### src/cjm_consts.svh
// Constants for the jump and move execution block
`ifndef CJM_CONSTS_SVH
`define CJM_CONSTS_SVH
`define CJM_OFF_W 10
`define CJM_COND_LSB 10
`define CJM_JUMP_TOP 3'h1
`define CJM_SR_C 0
`define CJM_SR_Z 1
`define CJM_SR_N 2
`define CJM_SR_GIE 3
`define CJM_SR_PROCESSOR_OFF_BIT 4
`define CJM_SR_OSCILLATOR_OFF_BIT 5
`define CJM_SR_V 8
`define CJM_PC_RST 16'h0000
`define CJM_PC_STEP 16'h0002
`endif

### src/cjm_pkg.sv
// Types for the jump and move execution block
package cjm_pkg;
  typedef enum logic [2:0] {
    jump_not_zero = 3'h0,
    jump_equal = 3'h1,
    jump_no_carry = 3'h2,
    jump_carry = 3'h3,
    jump_if_negative = 3'h4,
    jump_signed_ge = 3'h5,
    jump_signed_lt = 3'h6,
    jump_always = 3'h7
  } jump_cond_t;
  typedef enum logic [1:0] {
    op_none = 2'h0,
    op_jump = 2'h1,
    op_copy = 2'h2,
    op_nop = 2'h3
  } op_kind_t;
  typedef enum logic [1:0] {
    st_idle = 2'h0,
    st_exec = 2'h1
  } exec_state_t;
  typedef struct packed {
    logic valid;
    logic [15:0] instr;
    op_kind_t kind;
    logic byte_mode;
    logic [15:0] src_val;
    logic [15:0] dst_old;
  } exec_req_t;
  typedef struct packed {
    logic wr_en;
    logic [15:0] wr_data;
  } dst_write_t;
endpackage : cjm_pkg

### src/cjm_copy_unit.sv
// Word and byte operand copy stage with registered result
`timescale 1ns/1ps
module cjm_copy_unit (
  input wire logic ref_clk,
  input wire logic nrst,
  input wire logic start,
  input wire logic byte_mode,
  input wire logic [15:0] src_val,
  input wire logic [15:0] dst_old,
  output cjm_pkg::dst_write_t wr
);
  cjm_pkg::dst_write_t wr_d;
  cjm_pkg::dst_write_t wr_q;

  // Byte form moves only the low 8 bits, high byte of result cleared
  always_comb begin
    wr_d.wr_en = start;
    wr_d.wr_data = wr_q.wr_data;
    if (start) begin
      if (byte_mode) begin
        wr_d.wr_data = {8'h00, src_val[7:0]};
      end else begin
        wr_d.wr_data = src_val;
      end
    end
  end

  // Old destination is discarded; source is only read, never written
  always_ff @(posedge ref_clk) begin
    if (!nrst) begin
      wr_q <= '0;
    end else begin
      wr_q <= wr_d;
    end
  end

  assign wr = wr_q;

  a_copy_byte: assert property (
    @(posedge ref_clk) disable iff (!nrst)
    start && byte_mode |=> wr.wr_en && wr.wr_data[15:8] == 8'h00 &&
    wr.wr_data[7:0] == $past(src_val[7:0]))
    else $error("byte copy wrong");
  a_copy_word: assert property (
    @(posedge ref_clk) disable iff (!nrst)
    start && !byte_mode |=> wr.wr_en && wr.wr_data == $past(src_val))
    else $error("word copy wrong");
  // dst_old is accepted for symmetry; the copy overwrites it entirely
  logic unused_old;
  assign unused_old = ^dst_old;
endmodule : cjm_copy_unit

### src/cond_jump_and_move_exec.sv
// Conditional jump, operand copy and no-operation execution
`timescale 1ns/1ps
`include "cjm_consts.svh"
// Operation
// - Taken jump adds doubled sign-extended offset
// - Signed ge jumps when N equals V
// - Signed lt jumps when N differs V
// - Unconditional jump always adds offset
// - Negative jump branches when N set
// - No-carry jump branches when C clear
// - Not-zero jump branches when Z clear
// - Copy writes source to destination
// - Byte copy moves only eight bits
// - Copy keeps mode bits of status
// - No-operation changes no state; here the PC still advances by 2
module cond_jump_and_move_exec (
  input wire logic ref_clk,
  input wire logic nrst,
  input cjm_pkg::exec_req_t req,
  input wire logic [15:0] sr_in,
  output logic req_ready,
  output logic [15:0] pc,
  output logic [15:0] sr_out,
  output logic sr_wr_en,
  output cjm_pkg::dst_write_t dst_wr,
  output logic done,
  output logic jump_taken
);
  cjm_pkg::exec_state_t state_q;
  cjm_pkg::exec_state_t state_d;
  logic [15:0] pc_q;
  logic [15:0] pc_d;
  logic [15:0] sr_q;
  logic [15:0] sr_d;
  logic done_q;
  logic done_d;
  logic taken_q;
  logic taken_d;
  logic copy_start;
  logic take;
  cjm_pkg::jump_cond_t cond;

  // Condition code decode against the flag word
  function automatic logic cond_met(input cjm_pkg::jump_cond_t c,
                                    input logic [15:0] s);
    logic n;
    logic v;
    n = s[`CJM_SR_N];
    v = s[`CJM_SR_V];
    case (c)
      cjm_pkg::jump_not_zero: cond_met = !s[`CJM_SR_Z];
      cjm_pkg::jump_equal: cond_met = s[`CJM_SR_Z];
      cjm_pkg::jump_no_carry: cond_met = !s[`CJM_SR_C];
      cjm_pkg::jump_carry: cond_met = s[`CJM_SR_C];
      cjm_pkg::jump_if_negative: cond_met = n;
      cjm_pkg::jump_signed_ge: cond_met = (n == v);
      cjm_pkg::jump_signed_lt: cond_met = n ^ v;
      cjm_pkg::jump_always: cond_met = 1'b1;
      default: cond_met = 1'b0;
    endcase
  endfunction : cond_met

  // Offset counts from the next word: reach -512..+511 words; wraps in 16 bits
  function automatic logic [15:0] jump_target(input logic [15:0] p,
                                              input logic [15:0] ins);
    logic [15:0] ext;
    ext = {{(16 - `CJM_OFF_W){ins[`CJM_OFF_W-1]}}, ins[`CJM_OFF_W-1:0]};
    jump_target = p + `CJM_PC_STEP + {ext[14:0], 1'b0};
  endfunction : jump_target

  assign cond =
    cjm_pkg::jump_cond_t'(req.instr[`CJM_COND_LSB+2:`CJM_COND_LSB]);
  assign take = cond_met(cond, sr_in);
  assign req_ready = (state_q == cjm_pkg::st_idle);
  assign copy_start = req_ready && req.valid && req.kind == cjm_pkg::op_copy;

  // One request per two cycles: accept in idle, retire in exec
  always_comb begin
    state_d = state_q;
    pc_d = pc_q;
    sr_d = sr_q;
    done_d = 1'b0;
    taken_d = taken_q;
    case (state_q)
      cjm_pkg::st_idle: begin
        if (req.valid && req.kind != cjm_pkg::op_none) begin
          state_d = cjm_pkg::st_exec;
          // Flags pass through untouched for every kind here
          sr_d = sr_in;
          taken_d = 1'b0;
          case (req.kind)
            cjm_pkg::op_jump: begin
              if (take) begin
                pc_d = jump_target(pc_q, req.instr);
                taken_d = 1'b1;
              end else begin
                pc_d = pc_q + `CJM_PC_STEP;
              end
            end
            // Copy and no-op only advance the PC
            cjm_pkg::op_copy: pc_d = pc_q + `CJM_PC_STEP;
            cjm_pkg::op_nop: pc_d = pc_q + `CJM_PC_STEP;
            default: pc_d = pc_q;
          endcase
        end
      end
      cjm_pkg::st_exec: begin
        state_d = cjm_pkg::st_idle;
        done_d = 1'b1;
      end
      default: state_d = cjm_pkg::st_idle;
    endcase
  end

  // Registers of the sequencer
  always_ff @(posedge ref_clk) begin
    if (!nrst) begin
      state_q <= cjm_pkg::st_idle;
      pc_q <= `CJM_PC_RST;
      sr_q <= 16'h0000;
      done_q <= 1'b0;
      taken_q <= 1'b0;
    end else begin
      state_q <= state_d;
      pc_q <= pc_d;
      sr_q <= sr_d;
      done_q <= done_d;
      taken_q <= taken_d;
    end
  end

  cjm_copy_unit u_copy (
    .ref_clk(ref_clk),
    .nrst(nrst),
    .start(copy_start),
    .byte_mode(req.byte_mode),
    .src_val(req.src_val),
    .dst_old(req.dst_old),
    .wr(dst_wr)
  );

  assign pc = pc_q;
  assign sr_out = sr_q;
  // Status is never written back; this block cannot change any flag
  assign sr_wr_en = 1'b0;
  assign done = done_q;
  assign jump_taken = taken_q;

  // Checks one cycle after the accepting edge, and on refused cycles
  a_jump_target: assert property (
    @(posedge ref_clk) disable iff (!nrst)
    req_ready && req.valid && req.kind == cjm_pkg::op_jump && take |=>
    pc == $past(pc) + `CJM_PC_STEP +
    {{5{$past(req.instr[9])}}, $past(req.instr[9:0]), 1'b0})
    else $error("jump target wrong");
  a_ge_taken: assert property (
    @(posedge ref_clk) disable iff (!nrst)
    req_ready && req.valid && req.kind == cjm_pkg::op_jump &&
    cond == cjm_pkg::jump_signed_ge |=>
    jump_taken == ($past(sr_in[`CJM_SR_N]) == $past(sr_in[`CJM_SR_V])))
    else $error("ge decision wrong");
  a_lt_taken: assert property (
    @(posedge ref_clk) disable iff (!nrst)
    req_ready && req.valid && req.kind == cjm_pkg::op_jump &&
    cond == cjm_pkg::jump_signed_lt |=>
    jump_taken == ($past(sr_in[`CJM_SR_N]) ^ $past(sr_in[`CJM_SR_V])))
    else $error("lt decision wrong");
  a_always_jump: assert property (
    @(posedge ref_clk) disable iff (!nrst)
    req_ready && req.valid && req.kind == cjm_pkg::op_jump &&
    cond == cjm_pkg::jump_always |=> jump_taken ##1 done)
    else $error("unconditional jump not taken");
  a_neg_jump: assert property (
    @(posedge ref_clk) disable iff (!nrst)
    req_ready && req.valid && req.kind == cjm_pkg::op_jump &&
    cond == cjm_pkg::jump_if_negative |=>
    jump_taken == $past(sr_in[`CJM_SR_N]))
    else $error("negative jump wrong");
  a_nc_jump: assert property (
    @(posedge ref_clk) disable iff (!nrst)
    req_ready && req.valid && req.kind == cjm_pkg::op_jump &&
    cond == cjm_pkg::jump_no_carry && sr_in[`CJM_SR_C] |=>
    pc == $past(pc) + `CJM_PC_STEP)
    else $error("no-carry fall through wrong");
  a_nz_jump: assert property (
    @(posedge ref_clk) disable iff (!nrst)
    req_ready && req.valid && req.kind == cjm_pkg::op_jump &&
    cond == cjm_pkg::jump_not_zero |=>
    jump_taken == !$past(sr_in[`CJM_SR_Z]))
    else $error("not-zero jump wrong");
  a_mode_kept: assert property (
    @(posedge ref_clk) disable iff (!nrst)
    req_ready && req.valid && req.kind == cjm_pkg::op_copy |=>
    sr_out[5:3] == $past(sr_in[5:3]) && !sr_wr_en)
    else $error("mode bits changed");
  a_nop_quiet: assert property (
    @(posedge ref_clk) disable iff (!nrst)
    req_ready && req.valid && req.kind == cjm_pkg::op_nop |=>
    !dst_wr.wr_en && !jump_taken && pc == $past(pc) + `CJM_PC_STEP)
    else $error("no-op changed state");
  a_flags_kept: assert property (
    @(posedge ref_clk) disable iff (!nrst)
    req_ready && req.valid && req.kind != cjm_pkg::op_none |=>
    sr_out == $past(sr_in) && !sr_wr_en)
    else $error("flags modified");
  a_fall_through: assert property (
    @(posedge ref_clk) disable iff (!nrst)
    req_ready && req.valid && req.kind == cjm_pkg::op_jump && !take |=>
    pc == $past(pc) + `CJM_PC_STEP && !jump_taken)
    else $error("fall through wrong");
  a_busy_refused: assert property (
    @(posedge ref_clk) disable iff (!nrst)
    !req_ready |=> req_ready && done && pc == $past(pc) &&
    sr_out == $past(sr_out) && !dst_wr.wr_en)
    else $error("request taken while busy");
  a_idle_quiet: assert property (
    @(posedge ref_clk) disable iff (!nrst)
    req_ready && !(req.valid && req.kind != cjm_pkg::op_none) |=>
    req_ready && pc == $past(pc) && !dst_wr.wr_en && !done)
    else $error("idle request not ignored");
  a_nop_time: assert property (
    @(posedge ref_clk) disable iff (!nrst)
    req_ready && req.valid && req.kind == cjm_pkg::op_nop |=>
    !req_ready ##1 done && req_ready)
    else $error("no-op timing wrong");
endmodule : cond_jump_and_move_exec

### config.mk
export PLATFORM = sky130hd
export DESIGN_NAME = cond_jump_and_move_exec
export DESIGN_NICKNAME = d
export VERILOG_FILES = /design/src/cjm_pkg.sv /design/src/cjm_copy_unit.sv /design/src/cond_jump_and_move_exec.sv
export VERILOG_INCLUDE_DIRS = /design/src
export SDC_FILE = /design/constraint.sdc
export NUM_CORES = 1
export LEC_CHECK = 0
export ABC_AREA = 0
export BUFFER_PORTS_ARGS = -buffer_cell sky130_fd_sc_hd__buf_2
export CAP_MARGIN = 0
export CORE_MARGIN = 4
export CORE_UTILIZATION = 31
export CTS_CLUSTER_DIAMETER = 120
export DETAILED_ROUTE_END_ITERATION = 10
export MAX_ROUTING_LAYER = met4
export PLACE_DENSITY_LB_ADDON = 0.15
export SETUP_SLACK_MARGIN = 0.3
export SKIP_CTS_REPAIR_TIMING = 1
export SLEW_MARGIN = 25
export SYNTH_ARGS = -nofsm -noshare
export SYNTH_HDL_FRONTEND = slang
export SYNTH_SLANG_ARGS = --single-unit
### constraint.sdc
create_clock -name ref_clk -period 5.38 [get_ports ref_clk]
set_clock_uncertainty 0.05 [all_clocks]
set_input_delay 1.076 -clock ref_clk [delete_from_list [all_inputs] [get_ports ref_clk]]
set_output_delay 1.076 -clock ref_clk [all_outputs]
set_load 0.005 [all_outputs]
# After elaboration in Yosys (flattened, before gate mapping)

Cells that the tools add are included.

Output and inout bits: 53
Flip-flop bits (word level): 52
Logic and storage cells: 41
Input bits: 70

Eq/ne operators: 11
Reductions and logical operators: 13
Bitwise gates (word level): 1
$add $sub $neg: 2
Muxes and demuxes: 7

Operators with widths:

| cell                    | count |
|---|---|
| $mux W16                | 2 |
| $pmux W16 S2            | 1 |
| $add A16 B16 Y16        | 1 |
| $add A16 B2 Y16 const B | 1 |
| $eq A3 B3 Y1 const B    | 4 |
| $pmux W1 S8             | 1 |
| $eq A3 B2 Y1 const B    | 2 |
| $eq A2 B2 Y1 const B    | 2 |
| $reduce_and A2 Y1       | 2 |
| $reduce_bool A2 Y1      | 2 |
| $eq A3 B1 Y1 const B    | 1 |
| $logic_and A1 B1 Y1     | 3 |
| $logic_not A3 Y1        | 1 |
| $mux W1                 | 3 |
| $reduce_and A3 Y1       | 1 |
| $eq A2 B1 Y1 const B    | 1 |
| $logic_not A1 Y1        | 2 |
| $logic_not A2 Y1        | 1 |
| $reduce_or A2 Y1        | 1 |
| $eq A1 B1 Y1            | 1 |
| $xor A1 B1 Y1           | 1 |

# Longest topological paths before layout

Depth in word-level cells: 4
Gate-level depth with buffers: 12
Gate-level depth less buffers: 11

# Hierarchy

Synthesis repeated with hierarchy kept, for this count alone.

Cells, all modules: 378
Area, all modules: 3,109.2 um2

Modules (own cells, without submodules):

| module                  | cells an instance | seq. area each (um2) | times used | area an instance (um2) |
|---|---|---|---|---|
| cond_jump_and_move_exec | 314               | 680.7                | 1          | 2,449.8 |
| cjm_copy_unit           | 64                | 340.3                | 1          | 659.4 |

# Worst setup path before layout

Ideal clock, no wire load.

Path kind: input port to flip-flop
From: input req[42] (netlist name)
To: register pc_q[13], in the netlist pc[13]
Slack: 2,436 ps
Stages: 8
Data arrival time: 2,820 ps
Buffers on the path: 1
Required time: 5,256 ps
Setup time: 74 ps
Cell sequence: ha_1 -> buf_6 -> a21o_1 -> a221o_1 -> nor2b_4 -> o31a_1 -> or3_1 -> a31oi_1

Word-level cells in the longest chain between the ends: 3

Ends and longest elaborated chain:

| item                   | RTL line                       | text |
|---|---|---|
| start: declaration     | cond_jump_and_move_exec.sv:19  | `input cjm_pkg::exec_req_t req,` |
| $add A16 B16 Y16       | cond_jump_and_move_exec.sv:68  | `` jump_target = p + `CJM_PC_STEP + {ext[14:0], 1'b0}; `` |
| $mux W16               | cond_jump_and_move_exec.sv:93  | `if (take) begin` |
| $pmux W16 S2           | cond_jump_and_move_exec.sv:91  | `case (req.kind)` |
| end signal: assignment | cond_jump_and_move_exec.sv:119 | `` pc_q <= `CJM_PC_RST; `` |
| end signal: assignment | cond_jump_and_move_exec.sv:125 | `pc_q <= pc_d;` |
| end: declaration       | cond_jump_and_move_exec.sv:31  | `logic [15:0] pc_q;` |

No other way between the ends.
A chain may end at the register's enable or synchronous reset.

# Worst setup path in the final report

From: register pc_q[3], in the netlist pc[3]
To: register pc_q[13], in the netlist pc[13]

Word-level cells in the longest chain between the ends: 4

Ends and longest elaborated chain:

| item                               | RTL line |
|---|---|
| $add A16 B2 Y16 (no source line) * | n/a |
| $add A16 B16 Y16                   | cond_jump_and_move_exec.sv:68 |
| $mux W16                           | cond_jump_and_move_exec.sv:93 |
| $pmux W16 S2 *                     | cond_jump_and_move_exec.sv:91 |

Mark *: on every way between the ends. The rest lies on a longest branch, timed or not.

==> out/metrics.cfg <==
[routing]
drc_errors = 0
ant_nets = 0
num_vias = 2968
avgRoutedWirePerCell_um = 14.8
routed_wl_um = 8880
vias_per_cell = 4.94
firstDrtPassIters = 4
drt_iter0_drc = 124

[die]
dieArea_sq_um = 11500
die_x_um = 107
pin_count = 123
core_area_sq_um = 9420
core.rowCount = 35
die_h_um = 107
start_util = 0.323

[worst_setup_path]
r2r_end = pc[13]$_SDFFE_PN0P_
crit_path_end = pc[13]$_SDFFE_PN0P_
cp_max_fo = 8
cp_slowest_cell = dfxtp_1
path_class = flop to flop
crit_required_ps = 5550
endpoint_kind = flop
arrival_ps = 3460
crit_chain = and4_1 -> nand4_1 -> xnor2_1 -> ha_1 -> a21o_1 -> a221o_1 -> nor2b_4 -> o31a_1 -> or3_1 -> a31oi_1
critPathMaxStageDelay_ps = 470
r2r_setup_slack_ps = 2090
rr_startpoint = pc[3]$_SDFFE_PN0P_
crit_start = pc[3]$_SDFFE_PN0P_
r2r_cells = 10
worst_setup_path_start_kind = flop

[sta]
fin_crit_ps = 3290
relSlewSlack = 0.392
setup-violations-final = 0
drv_slew = 0
max_freq_mhz = 304
fin_crit_sh = 0.612
setup_tns_ps = 0
tightest_slew_ps = 909
rsz0062_at_grt = false
finalHoldViolations = 0

[place]
io_buffers = 101
gp_congestion = 0.759
placed_area_sq_um = 3610
dpl.hpwl_um = 6680

[worst_hold_path]
min_path_cells = 2
min_path_type = flop to flop

[global_routing]
grt_pass1_wl_um = 13900
grt_pass1_vias = 2729
grt.overflow.total = 0
grt_max_degree = 47
grt_usage = 0.154
grt_antenna_before_repair = 0

[clock_tree]
cts_max_path_buffers = 2
cts_root_buffer = clkbuf_8
cts_tree = built
clk_pin_slew_worst_paths_ps = 100
htreeDepth = 2
clk_latency_ps = 300
cts_buffers = 5
numClockSinks = 51

[yosys]
yosysTopAreaCellShare = 0.336
synth_top_area_cell = dfxtp_1
synth-async-reset-ratio = 0
yosysUniqueCellTypes = 54
yosys_warnings = 0
ys_seq_area_frac = 0.336
synth_edf_count = 0
ys_top_cells_by_area = dfxtp_1 (34%), nand2_1 (9.5%), a21oi_1 (7.9%), ha_1 (7.8%), xnor2_1 (4.3%)
ys_ff_latch = 51
syn_area_per_cell_sq_um = 7.98
ys.flop_type = dfxtp_1
syn-cell-area_sq_um = 3040
syn_inst = 381

[finish]
antenna_cells = 0
nets = 561
fillerInstances = 998
drive_gt1_frac = 0.250
fin_area_sq_um = 3740
regArea_sq_um = 1020
area_growth_pct = 23.0
multiInputGateArea_sq_um = 1870
mostFrequentLayoutCells = buf_2 (101), nand2_1 (77), dfxtp_1 (51)
final_common_cell = buf_2

[power]
switchingPower_mw = 0.281
combPwrFrac = 0.236
switching_share = 0.290
irDropWorstVdd_mv = 0.130
pwr-share-seq = 0.433
p_int_mw = 0.686
leakage_nw = 1.68
p_clk_frac = 0.331
power_density_nw_per_um2 = 258

[flow_run]
max_cap_violations = 0

[run_status]
status = complete, no violations

[registers in the layout, indices dropped and copies added (netlist names)]
signal and flops:
state_q 1, jump_taken 1, done 1, sr_out 16
u_copy.wr 17, pc 15
[how the worst min path moves through the flow]
stage | startpoint | to | slack (ps)
detailed placement | u_copy.wr[11]$_SDFFE_PN0P_ | u_copy.wr[11]$_SDFFE_PN0P_ | 390
CTS | u_copy.wr[11]$_SDFFE_PN0P_ | u_copy.wr[11]$_SDFFE_PN0P_ | 410
global placement | u_copy.wr[8]$_SDFFE_PN0P_ | u_copy.wr[8]$_SDFFE_PN0P_ | 390
global route | u_copy.wr[10]$_SDFFE_PN0P_ | u_copy.wr[10]$_SDFFE_PN0P_ | 420
floorplan | u_copy.wr[10]$_SDFFE_PN0P_ | u_copy.wr[10]$_SDFFE_PN0P_ | 400
finish | u_copy.wr[11]$_SDFFE_PN0P_ | u_copy.wr[11]$_SDFFE_PN0P_ | 400
[power by group through the flow]
stage	logic, mW	registers (mW)	clock network (mW)
after floorplan	0.155	0.425	0
after global placement	0.226	0.427	0
after detailed placement	0.229	0.427	0
after CTS	0.231	0.419	0.331
after global routing	0.257	0.422	0.349
final	0.228	0.419	0.320
[cells by family (layout without fill, tap and decap cells)]
kind of cell,Yosys count,after routing,share of synthesized area
buf+inv,29,119,0.0510
mux,4,4,0.0132
other cells,1,2,0.00123
fa+ha+maj,20,20,0.0847
flops,51,51,0.336
xor+xnor,19,19,0.0547
compound gates,101,101,0.205
simple gates,156,156,0.254
[through the flow]
stage / setup slack, ps / hold slack, ps / utilization / total power, mW / std cells
5_1_grt: 1950 / 420 / 0.397 / 1.03 / 601
3_3_place_gp: 2050 / 386 / 0.383 / 0.652 / 593
3_5_place_dp: 2050 / 390 / 0.383 / 0.657 / 593
2_1_floorplan: 2440 / 398 / - / 0.580 / 382
6_report: 2090 / 402 / 0.397 / 0.966 / 601
4_1_cts: 2120 / 405 / 0.397 / 0.980 / 601
[synth_stat cells, types with 3 or more instances]
library cell	instances
nor3_1	5
nand2_1	77
a311oi_1	3
and3b_1	3
nand4_1	6
nand3_1	9
clkbuf_8	3
a21oi_1	48
o21ai_0	11
a31oi_1	6
a21o_1	6
ha_1	19
or3_1	5
nor4_1	3
o21a_1	4
o31a_1	3
nand3b_1	12
dfxtp_1	51
clkbuf_1	13
and3_1	3
mux2i_1	4
a211oi_1	5
and4_1	3
xnor2_1	15
xor2_1	4
nor2b_1	4
inv_1	7
nor2_1	18
[layer usage]
metal / track usage / wire [um]
met5: - / 0
met4: 0.0192 / 48
met3: 0.0277 / 416
met2: 0.256 / 4310
met1: 0.201 / 4110
[worst max-delay path, delay by kind of cell, from the launching register on]
family | cells | cell delay (ps)
AND/OR/NAND/NOR | 4 | 980
flip-flops | 1 | 470
XOR/XNOR | 1 | 280
adder cells (fa/ha/maj) | 1 | 380
AO/OA/AOI/OAI | 4 | 1050
[layout make-up]
class	instances	area share
Tap cell	129	0.0431
Clock inverter	3	0.0181
Inverter	8	0.00802
Clock buffer	5	0.0184
Timing Repair Buffer	103	0.139
Sequential cell	51	0.273
Multi-Input combinational cell	302	0.501
(Power assumes the default switching activity.)
